[config.mk]
export PLATFORM = sky130hd
export DESIGN_NAME = gso_select
export DESIGN_NICKNAME = d
export VERILOG_FILES = /design/src/core/gso_pkg.sv /design/src/core/gso_if.sv /design/src/core/gso_stretch.sv /design/src/core/gso_select.sv
export SDC_FILE = /design/constraint.sdc
export NUM_CORES = 1
export LEC_CHECK = 0
export BUFFER_PORTS_ARGS = -buffer_cell sky130_fd_sc_hd__buf_2
export CAP_MARGIN = 10
export CELL_PAD_IN_SITES_DETAIL_PLACEMENT = 0
export CELL_PAD_IN_SITES_GLOBAL_PLACEMENT = 1
export CORE_MARGIN = 2
export CORE_UTILIZATION = 30
export DETAILED_ROUTE_END_ITERATION = 12
export PLACE_DENSITY = 0.78
export SYNTH_ARGS = -nofsm -noshare
export SYNTH_HDL_FRONTEND = slang
export SYNTH_HIERARCHICAL = 1
export SYNTH_SLANG_ARGS = --single-unit
[constraint.sdc]
create_clock -name core_clk -period 1.28 [get_ports core_clk]
set_clock_uncertainty 0.1 [all_clocks]
set_input_delay 0.064 -clock core_clk [delete_from_list [all_inputs] [get_ports core_clk]]
set_output_delay 0.064 -clock core_clk [all_outputs]
set_load 0.01 [all_outputs]
[src/core/gso_pkg.sv]
// Package for the status output select block: function codes and timing.
// Assumes a single 40 MHz core clock.
package gso_pkg;
  localparam int CODE_W = 6;
  typedef logic [CODE_W-1:0] gso_code_t;
  localparam gso_code_t FN_SEQ_DONE = 6'h15;
  localparam gso_code_t FN_ADDR_ERR = 6'h16;
  localparam gso_code_t FN_IN_OVF = 6'h17;
  localparam gso_code_t FN_IN_DEC_ERR = 6'h18;
  localparam gso_code_t FN_IN_FIFO_ERR = 6'h19;
  localparam gso_code_t FN_RC1_LOCK = 6'h1a;
  localparam gso_code_t FN_RC2_LOCK = 6'h1b;
  localparam gso_code_t FN_RC_CFG_ERR = 6'h1c;
  localparam gso_code_t FN_C1_DETECT = 6'h1d;
  localparam gso_code_t FN_C1_ACLIP = 6'h1e;
  localparam gso_code_t FN_C1_DECAY = 6'h1f;
  localparam gso_code_t FN_C1_GATE = 6'h20;
  localparam gso_code_t FN_C1_QREL = 6'h21;
  localparam gso_code_t FN_C2_DETECT = 6'h22;
  localparam gso_code_t FN_C2_ACLIP = 6'h23;
  localparam gso_code_t FN_C2_DECAY = 6'h24;
  localparam gso_code_t FN_C2_GATE = 6'h25;
  localparam gso_code_t FN_C2_QREL = 6'h26;
  localparam gso_code_t FN_MIX_DROP = 6'h27;
  localparam gso_code_t FN_RESET = 6'h00;
  // Sequencer-done pulse width on the pin
  localparam int CLK_MHZ = 40;
  localparam int PULSE_NS = 100;
  localparam int PULSE_CYC_RAW = (PULSE_NS * CLK_MHZ + 999) / 1000;
  localparam int PULSE_CYC = (PULSE_CYC_RAW < 1) ? 1 : PULSE_CYC_RAW;
  localparam int PULSE_W = 4;
  typedef enum logic [0:0] {
    GSO_IDLE = 1'b0,
    GSO_PULSE = 1'b1
  } gso_state_e;
endpackage

[src/core/gso_if.sv]
// Interface between the pin selector and its pulse stretcher.
// Assumes both ends share core_clk.
`timescale 1ns/1ps
interface gso_pulse_if;
  logic trigger;
  logic pulse;
  modport source (output trigger, input pulse);
  modport stretcher (input trigger, output pulse);
endinterface

[src/core/gso_stretch.sv]
// Stretches a one-cycle trigger into a fixed-width pulse.
// Assumes trigger comes from logic on the same clock.
`timescale 1ns/1ps
module gso_stretch #(
  parameter int WIDTH = gso_pkg::PULSE_CYC
) (
  input wire logic core_clk,
  input wire logic rst,
  gso_pulse_if.stretcher port
);
  import gso_pkg::*;

  // Refuse widths the counter cannot count out; zero would wrap it
  if (WIDTH < 1 || WIDTH >= (1 << PULSE_W)) begin : g_bad_width
    $error("gso_stretch: WIDTH out of range");
  end

  localparam logic [PULSE_W-1:0] LAST = PULSE_W'(WIDTH - 1);

  gso_state_e state;
  gso_state_e next_state;
  logic [PULSE_W-1:0] count;
  logic [PULSE_W-1:0] next_count;

  always_comb begin
    next_state = state;
    next_count = count;
    case (state)
      GSO_IDLE: begin
        next_count = '0;
        if (port.trigger) begin
          next_state = GSO_PULSE;
        end
      end
      GSO_PULSE: begin
        if (count == LAST) begin
          next_state = GSO_IDLE;
          next_count = '0;
        end else begin
          next_count = count + 4'h1;
        end
      end
      default: begin
        next_state = GSO_IDLE;
        next_count = '0;
      end
    endcase
  end

  always_ff @(posedge core_clk or posedge rst) begin
    if (rst) begin
      state <= GSO_IDLE;
      count <= '0;
    end else begin
      state <= next_state;
      count <= next_count;
    end
  end

  assign port.pulse = (state == GSO_PULSE);
endmodule

[src/core/gso_select.sv]
// Pin output selector for status, error and event functions 15h..27h.
// Assumes all status inputs are levels from logic on core_clk, the
// sequencer-done input is a one-cycle pulse on core_clk, and the pin
// direction is set to output by software.
//
// Summary of operation
// - Each pin has its own function code
// - 15h: pulse when sequencer finishes
// - 16h: high on control address error
// - 17h: high on input path overflow
// - 18h: high on decimation filter error
// - 19h: high on input FIFO error
// - 1Ah: high while converter one locked
// - 1Bh: high while converter two locked
// - 1Ch: high on converter configuration error
// - 1Dh: compressor one signal detect
// - 1Eh: compressor one anti-clip active
// - 1Fh: compressor one decay active
// - 20h: compressor one noise gate active
// - 21h: compressor one quick release
// - 22h: compressor two signal detect
// - 23h: compressor two anti-clip active
// - 24h: compressor two decay active
// - 25h: compressor two noise gate
// - 26h: compressor two quick release
// - 27h: high on mixer dropped sample
`timescale 1ns/1ps
module gso_select #(
  parameter int PULSE_WIDTH = gso_pkg::PULSE_CYC
) (
  input wire logic core_clk,
  input wire logic rst,
  input wire gso_pkg::gso_code_t pin_function_select,
  input wire logic pin_direction,
  input wire logic seq_done,
  input wire logic addr_err,
  input wire logic in_overflow,
  input wire logic in_decim_err,
  input wire logic in_fifo_err,
  input wire logic rate_converter_one_lock,
  input wire logic rate_converter_two_lock,
  input wire logic rate_converter_cfg_err,
  input wire logic range_compressor_one_detect,
  input wire logic range_compressor_one_anticlip,
  input wire logic range_compressor_one_decay,
  input wire logic range_compressor_one_gate,
  input wire logic range_compressor_one_qrel,
  input wire logic range_compressor_two_detect,
  input wire logic range_compressor_two_anticlip,
  input wire logic range_compressor_two_decay,
  input wire logic range_compressor_two_gate,
  input wire logic range_compressor_two_qrel,
  input wire logic mixer_drop,
  output logic pin_out,
  output logic pin_oe,
  output logic code_known
);
  import gso_pkg::*;

  // Served codes form one run from 15h up; bit 0 of each vector is 15h
  localparam int NUM_FN = int'(FN_MIX_DROP) - int'(FN_SEQ_DONE) + 1;
  localparam int IX_SEQ_DONE = int'(FN_SEQ_DONE) - int'(FN_SEQ_DONE);
  localparam int IX_ADDR_ERR = int'(FN_ADDR_ERR) - int'(FN_SEQ_DONE);
  localparam int IX_IN_OVF = int'(FN_IN_OVF) - int'(FN_SEQ_DONE);
  localparam int IX_IN_DEC_ERR = int'(FN_IN_DEC_ERR) - int'(FN_SEQ_DONE);
  localparam int IX_IN_FIFO_ERR = int'(FN_IN_FIFO_ERR) - int'(FN_SEQ_DONE);
  localparam int IX_RC1_LOCK = int'(FN_RC1_LOCK) - int'(FN_SEQ_DONE);
  localparam int IX_RC2_LOCK = int'(FN_RC2_LOCK) - int'(FN_SEQ_DONE);
  localparam int IX_RC_CFG_ERR = int'(FN_RC_CFG_ERR) - int'(FN_SEQ_DONE);
  localparam int IX_C1_DETECT = int'(FN_C1_DETECT) - int'(FN_SEQ_DONE);
  localparam int IX_C1_ACLIP = int'(FN_C1_ACLIP) - int'(FN_SEQ_DONE);
  localparam int IX_C1_DECAY = int'(FN_C1_DECAY) - int'(FN_SEQ_DONE);
  localparam int IX_C1_GATE = int'(FN_C1_GATE) - int'(FN_SEQ_DONE);
  localparam int IX_C1_QREL = int'(FN_C1_QREL) - int'(FN_SEQ_DONE);
  localparam int IX_C2_DETECT = int'(FN_C2_DETECT) - int'(FN_SEQ_DONE);
  localparam int IX_C2_ACLIP = int'(FN_C2_ACLIP) - int'(FN_SEQ_DONE);
  localparam int IX_C2_DECAY = int'(FN_C2_DECAY) - int'(FN_SEQ_DONE);
  localparam int IX_C2_GATE = int'(FN_C2_GATE) - int'(FN_SEQ_DONE);
  localparam int IX_C2_QREL = int'(FN_C2_QREL) - int'(FN_SEQ_DONE);
  localparam int IX_MIX_DROP = int'(FN_MIX_DROP) - int'(FN_SEQ_DONE);

  // The stretcher counter has PULSE_W bits, so longer pulses cannot be
  // counted out; zero would wrap the counter
  if (PULSE_WIDTH < 1 || PULSE_WIDTH >= (1 << PULSE_W)) begin : g_bad_width
    $error("gso_select: PULSE_WIDTH out of range");
  end

  gso_pulse_if pulse_bus ();

  assign pulse_bus.trigger = seq_done;

  gso_stretch #(
    .WIDTH(PULSE_WIDTH)
  ) u_stretch (
    .core_clk(core_clk),
    .rst(rst),
    .port(pulse_bus.stretcher)
  );

  // One bit per served code; all are levels except the done pulse
  logic [NUM_FN-1:0] src;
  logic [NUM_FN-1:0] hit;

  always_comb begin
    src[IX_SEQ_DONE] = pulse_bus.pulse;
    src[IX_ADDR_ERR] = addr_err;
    src[IX_IN_OVF] = in_overflow;
    src[IX_IN_DEC_ERR] = in_decim_err;
    src[IX_IN_FIFO_ERR] = in_fifo_err;
    src[IX_RC1_LOCK] = rate_converter_one_lock;
    src[IX_RC2_LOCK] = rate_converter_two_lock;
    src[IX_RC_CFG_ERR] = rate_converter_cfg_err;
    src[IX_C1_DETECT] = range_compressor_one_detect;
    src[IX_C1_ACLIP] = range_compressor_one_anticlip;
    src[IX_C1_DECAY] = range_compressor_one_decay;
    src[IX_C1_GATE] = range_compressor_one_gate;
    src[IX_C1_QREL] = range_compressor_one_qrel;
    src[IX_C2_DETECT] = range_compressor_two_detect;
    src[IX_C2_ACLIP] = range_compressor_two_anticlip;
    src[IX_C2_DECAY] = range_compressor_two_decay;
    src[IX_C2_GATE] = range_compressor_two_gate;
    src[IX_C2_QREL] = range_compressor_two_qrel;
    src[IX_MIX_DROP] = mixer_drop;
  end

  always_comb begin
    hit = '0;
    case (pin_function_select)
      FN_SEQ_DONE: begin
        hit[IX_SEQ_DONE] = 1'b1;
      end
      FN_ADDR_ERR: begin
        hit[IX_ADDR_ERR] = 1'b1;
      end
      FN_IN_OVF: begin
        hit[IX_IN_OVF] = 1'b1;
      end
      FN_IN_DEC_ERR: begin
        hit[IX_IN_DEC_ERR] = 1'b1;
      end
      FN_IN_FIFO_ERR: begin
        hit[IX_IN_FIFO_ERR] = 1'b1;
      end
      FN_RC1_LOCK: begin
        hit[IX_RC1_LOCK] = 1'b1;
      end
      FN_RC2_LOCK: begin
        hit[IX_RC2_LOCK] = 1'b1;
      end
      FN_RC_CFG_ERR: begin
        hit[IX_RC_CFG_ERR] = 1'b1;
      end
      FN_C1_DETECT: begin
        hit[IX_C1_DETECT] = 1'b1;
      end
      FN_C1_ACLIP: begin
        hit[IX_C1_ACLIP] = 1'b1;
      end
      FN_C1_DECAY: begin
        hit[IX_C1_DECAY] = 1'b1;
      end
      FN_C1_GATE: begin
        hit[IX_C1_GATE] = 1'b1;
      end
      FN_C1_QREL: begin
        hit[IX_C1_QREL] = 1'b1;
      end
      FN_C2_DETECT: begin
        hit[IX_C2_DETECT] = 1'b1;
      end
      FN_C2_ACLIP: begin
        hit[IX_C2_ACLIP] = 1'b1;
      end
      FN_C2_DECAY: begin
        hit[IX_C2_DECAY] = 1'b1;
      end
      FN_C2_GATE: begin
        hit[IX_C2_GATE] = 1'b1;
      end
      FN_C2_QREL: begin
        hit[IX_C2_QREL] = 1'b1;
      end
      FN_MIX_DROP: begin
        hit[IX_MIX_DROP] = 1'b1;
      end
      // Codes outside this block's range are served elsewhere
      default: begin
        hit = '0;
      end
    endcase
  end

  logic next_pin_out;
  logic next_pin_oe;
  logic next_code_known;

  // One-hot AND-OR select: no priority chain behind the pin register
  always_comb begin
    next_code_known = |hit;
    // Drive only when set as output, and only for served codes
    next_pin_oe = next_code_known & ~pin_direction;
    next_pin_out = next_pin_oe & (|(hit & src));
  end

  always_ff @(posedge core_clk or posedge rst) begin
    if (rst) begin
      pin_out <= 1'b0;
      pin_oe <= 1'b0;
      code_known <= 1'b0;
    end else begin
      pin_out <= next_pin_out;
      pin_oe <= next_pin_oe;
      code_known <= next_code_known;
    end
  end
endmodule

=== After elaboration in Yosys (flattened, before gate mapping) ===
Index checks and enable logic that the tools add are counted.

* $add $sub $neg: 1
* Multiply operators: 0
* Divide/modulo/power cells: 0
* $lt $le $gt $ge: 0
* Equality and inequality tests: 20
* Shift-type cells: 0
* Multiplexer cells: 24
* Bitwise logic cells: 5
* Reduce and logical (&&, ||, !) cells: 2

{| class="wikitable"
|+ Operators with widths
! cell !! count
|-
| $eq A6 B5 Y1 const B || 11
|-
| $eq A6 B6 Y1 const B || 8
|-
| $reduce_or A19 Y1 || 2
|-
| $mux W1 || 21
|-
| $and A19 B19 Y19 || 1
|-
| $pmux W4 S2 || 1
|-
| $add A4 B1 Y4 const B || 1
|-
| $eq A4 B2 Y1 const B || 1
|-
| $mux W4 || 1
|-
| $and A1 B1 Y1 || 2
|-
| $not A1 Y1 || 2
|-
| $pmux W1 S2 || 1
|}

* Register bits: 8
* Latch bits: 0
* RAM bits: 0
* Memory bits (read-only): 0
* Output and inout port bits: 3
* Memories: 0

=== Depth between registers and ports, before layout ===
* Word-level depth: 5
* Mapped depth: 5
* Mapped depth without buffers: 4

=== Cells and area by module ===
The synthesis kept the hierarchy.

{| class="wikitable"
|+ By module, submodules not included
! module !! times used !! cells each !! area an instance (um2) !! sequential area each (um2)
|-
| gso_select || 1 || 41 || 340.3 || 75.1
|-
| gso_stretch || 1 || 19 || 227.7 || 125.1
|}

=== Least setup slack after synthesis ===
Ideal clock, no wire load.

* Path kind: input-to-reg
* Start: input pin_function_select[2]
* End: register pin_out
* Arrival: 1.045 ns
* Slack: -0.010 ns
* Stages: 5
* Cells stage by stage: clkbuf_1 mux2i_1 o22ai_1 o311ai_0 a311oi_1

* Longest elaborated chain between the ends: 5
* Elaborated cells between the ends (all ways): 43
* Those cells by class: eq/ne: 19; mux: 19; bitwise: 3; reduce/logical: 2

{| class="wikitable"
|+ RTL lines
! what !! line !! source
|-
| start: declaration || gso_select.sv:33 || <nowiki>input wire gso_pkg::gso_code_t pin_function_select,</nowiki>
|-
| $eq A6 B5 Y1 / $eq A6 B6 Y1 (equally long branches) || gso_select.sv:128 || <nowiki>case (pin_function_select)</nowiki>
|-
| $mux W1 || gso_select.sv:128 ||
|-
| $reduce_or A19 Y1 / $and A19 B19 Y19 (equally long branches) || gso_select.sv:199, gso_select.sv:202 ||
|-
| $and A1 B1 Y1 / $reduce_or A19 Y1 (equally long branches) || gso_select.sv:201, gso_select.sv:202 ||
|-
| $and A1 B1 Y1 * || gso_select.sv:202 || <nowiki>next_pin_out = next_pin_oe & (|(hit & src));</nowiki>
|-
| named net next_pin_out || gso_select.sv:193 || <nowiki>logic next_pin_out;</nowiki>
|-
| end signal: assignment || gso_select.sv:211 || <nowiki>pin_out <= next_pin_out;</nowiki>
|-
| end: declaration || gso_select.sv:54 || <nowiki>output logic pin_out,</nowiki>
|}

The timed path passes the listed nets; every way through them passes the cells marked *.

=== Final worst setup path ===
* Start: input pin_function_select[4]
* End: register pin_out

The elaborated chain is that of the path after synthesis.

==> metrics.sh <==
OUTCOME='finished clean'
CTS_SINKS=8
CLOCK_TREE_FROM_TRITONCTS='done'
AVGROUTEDWIREPERCELL_UM=10.35
TIMING_HOLD_VIOLATIONS_FINAL=0
TIMING.CRITICAL_PATH.FROM='pin_function_select[4]'
YS_SEQ_ELEMENTS=8
CP_SLOWEST_STAGE_DELAY_NS=0.50
HOLDCRITPATHCLASS='in -> reg'
FINAL_NETS=132
PLACED_CELL_AREA_UM2=789.5
FINAL_MAX_SLEW_VIOL_COUNT=0
R2R_SETUP_SLACK_NS=0.13
PLACE.PORT_BUFFERS=30
POST_SYNTH_INST_COUNT=60
GRTUSAGEMET3_PCT=3.019
RELSLEWSLACK_PCT=75.89
LAYOUT.CELLS.MOST_COMMON='buf_2'
PERIOD_NEEDED_NS=1.181
STDCELL_AREA_UM2=847.1
CRITICAL_PATH_DATA_REQUIRED_TIME_NS=1.31
MAX_FREQ_GHz=0.8467
P_TOTAL_mW=0.7921
WORST-SLEW-PIN-TRANSITION_NS=0.3572
GRT_USAGE_PCT=13.18
DR.FIRST_ITER.DRC_COUNT=2
GRT.MET1_USAGE_PCT=15.63
GRT_MOST_USED_LAYER='met2'
NUM_ROWS=15
CLK_TRANSITION_REPORTED_PATHS_NS=0.05
POSTSYNTHAREAPERCELL_UM2=9.467
ANTENNA_FOUND_INITIAL=0
CRITPATHKIND='in -> reg'
DIEAREA_MM2=0.002258
VIA_COUNT=569
DIE_W_UM=47.52
DIE_Y_UM=47.52
CLKPWRFRAC_PCT=22.3
SEQ_POWER_SHARE_PCT=42.6
STARTING_UTILIZATION_OF_THE_CORE_AREA_PCT=32.54
ANTENNA-DIODE-COUNT=0
TOTAL_SWITCHING_POWER_mW=0.2244
ROUTED_VIA_DENSITY=4.516
DESIGN.PORTCOUNT=31
FIRSTDRTPASSITERS=4
SYNTH_CELL_TYPE_COUNT=31
FIN_CRIT_SH_PCT=92.27
POST-DP-HPWL_MM=1.074
LAYOUT-AREA-OVERHEAD-VS-SYNTH_PCT=49.12
TRITONCTS.NUM_BUFFERS=3
SYN_NETS=89
GRTUSAGEMET2_PCT=21.35
GRT_MAX_DEGREE=13
TIMING.CRITICAL_PATH.TO='pin_out'
CLK_LATENCY_NS=0.24
CLOCK_TREE.BUFFER_DEPTH=2
R2R_CELLS=3
ANT_NETS=0
CELL_INTERNAL_POWER_mW=0.5677
FINALWIRELENGTH_MM=1.304
POWER.COMBINATIONAL.FRACTION_PCT=35.1
POWER.SWITCHING_FRACTION_PCT=28.33
POWER.IR.VDD_WORST_mV=0.3802
UNREPAIRED_SETUP_ENDPOINTS_AFTER_GLOBAL_ROUTING='no'
RR_ENDPOINT='u_stretch/count[0]'
CLOCKROOTBUFFER='clkbuf_4'
GLOBALPLACE.CONGESTION=0.6668
CP-END-KIND='flip-flop'
NUMBER_OF_GLOBAL_ROUTE_VIAS_BEFORE_REPAIR=484
HTREE_LEVELS=1
POST_SYNTH_INSTANCE_AREA_UM2=568.0
CRIT_SLOWEST_CELL='or3b_2'
POWER-PER-CELL-AREA_mW_PER_MM2=935.1
REPORT.FINAL.SETUP_VIOL=0
WORSTPATHCELLLIST='buf_2 -> or3b_2 -> nor3_2 -> a21oi_1 -> a311oi_1'
YOSYS_WARNINGS=6
CAP_VIOLATIONS=0
SETUP.WORST_PATH.START_CLASS='primary input'
LAYOUT_COMMON_CELLS='buf_2, dfrtp_1, buf_4'
R2R-START='u_stretch/count[0]'
CELLLEAKAGEPOWER_nW=0.4461
WORSTPATHARRIVAL_NS=1.21
SEQ_AREA_FRAC_SYNTH_PCT=35.24
REMAINING_DRC_ERRORS=0
LAYOUT-DRIVE-GT1-SHARE_PCT=46.53
GRT_OVERFLOW_TOTAL=0
DESIGN.CORE.AREA_MM2=0.001745
WORST-PATH-MAX-FANOUT=3
GRT_PASS1_WL_MM=2.001
==> critical path: cells and delay by family <==
| family | cells | cell delay, ns |
|---|---|---|
| buffers and inverters | 1 | 0.11 |
| AO/OA/AOI/OAI | 2 | 0.35 |
| AND/OR/NAND/NOR | 2 | 0.70 |
==> synth_stat cells <==
cell type | n | area (um2)
nand2b_1 | 2 | 12.51
a21o_1 | 1 | 7.510
o22ai_1 | 1 | 6.260
mux2_2 | 1 | 11.26
nand2_1 | 3 | 11.26
ha_1 | 1 | 12.51
nor2b_1 | 2 | 12.51
a211o_1 | 1 | 8.760
nand4b_1 | 2 | 17.52
clkbuf_1 | 1 | 3.750
nor3_1 | 1 | 5.000
a21boi_1 | 1 | 7.510
dfrtp_1 | 8 | 200.2
nor3b_2 | 1 | 12.51
nand3_2 | 1 | 10.01
mux2i_1 | 6 | 60.06
buf_6 | 1 | 11.26
and3b_1 | 1 | 8.760
a311oi_1 | 1 | 8.760
o31a_1 | 1 | 8.760
buf_2 | 1 | 5.000
nor2_1 | 2 | 7.510
inv_1 | 4 | 15.01
a21oi_1 | 7 | 35.03
o311ai_0 | 1 | 8.760
and2_1 | 1 | 6.260
or3b_2 | 1 | 8.760
nor3b_1 | 1 | 7.510
a221oi_1 | 1 | 8.760
nand3b_1 | 3 | 22.52
or2_2 | 1 | 6.260
==> metrics by stage <==
| step | setup slack, ns | util [%] | hold slack [ns] | TNS [ns] | instances |
|---|---|---|---|---|---|
| after floorplan | 0.07441 | - | -0.2824 | 0 | 60 |
| after global placement | -0.07577 | 45.23 | -0.1582 | -0.1122 | 120 |
| after detailed placement | -0.1794 | 45.23 | -0.1587 | -0.2119 | 120 |
| after CTS | 0.07889 | 48.24 | 0.1190 | 0 | 126 |
| after global routing | 0.005757 | 48.53 | 0.1478 | 0 | 126 |
| final | 0.09900 | 48.53 | 0.1273 | 0 | 126 |
==> per-layer routing <==
metal  up-vias  wire (um)
li1        302          -
met1       238        552
met2        27        624
met3         2        114
met4         0         12
met5         -          0
==> layout make-up <==
class / instances / area (um2)
timing repair buffer: 41 / 240.2
sequential: 8 / 200.2
inverter: 4 / 15.01
tap: 25 / 31.28
fill: 178 / 898.4
multi-input combinational: 45 / 337.8
clock buffer: 3 / 22.52
==> registers in the layout (all words and copies together), names as in the netlist <==
signal	count
code_known	1
pin_oe	1
pin_out	1
u_stretch/count	4
u_stretch/port.pulse	1
==> how the worst min path moves through the flow <==
stage                            from          to  slack [ns]  depth (start not counted)
2_1_floorplan                     rst  code_known       -0.28                          1
3_3_place_gp                      rst  code_known       -0.16                          2
3_5_place_dp                      rst     pin_out       -0.16                          2
4_1_cts                           rst     pin_out        0.12                          3
5_1_grt        pin_function_select[4]     pin_out        0.15                          4
6_report       pin_function_select[4]     pin_out        0.13                          4
==> power by group through the flow <==
stage	clock [mW]	combinational [mW]	sequential (mW)
6_report	0.177	0.278	0.337
5_1_grt	0.196	0.320	0.345
4_1_cts	0.191	0.284	0.339
3_5_place_dp	0	0.266	0.343
3_3_place_gp	0	0.260	0.339
2_1_floorplan	0	0.148	0.346
==> cells by family (layout without fill, tap and decap cells) <==
logic type	after synthesis	after routing	share of synthesized area, %
DFF	8	8	35.24
adders and majority gates	1	1	2.202
and+or+nand+nor	22	22	26.21
AOI/OAI and AO/OA	15	15	17.62
muxes	7	7	12.56
buffers and inverters	7	48	6.165
==> repair_timing <==
item	in CTS	in global routing
gates resized for setup	0	1
setup buffers	0	0
hold buffers	3	0
setup endpoints to repair	0	1
endpoints found under the hold margin	11	0
No activity file was read; power rests on OpenSTA's default activity.
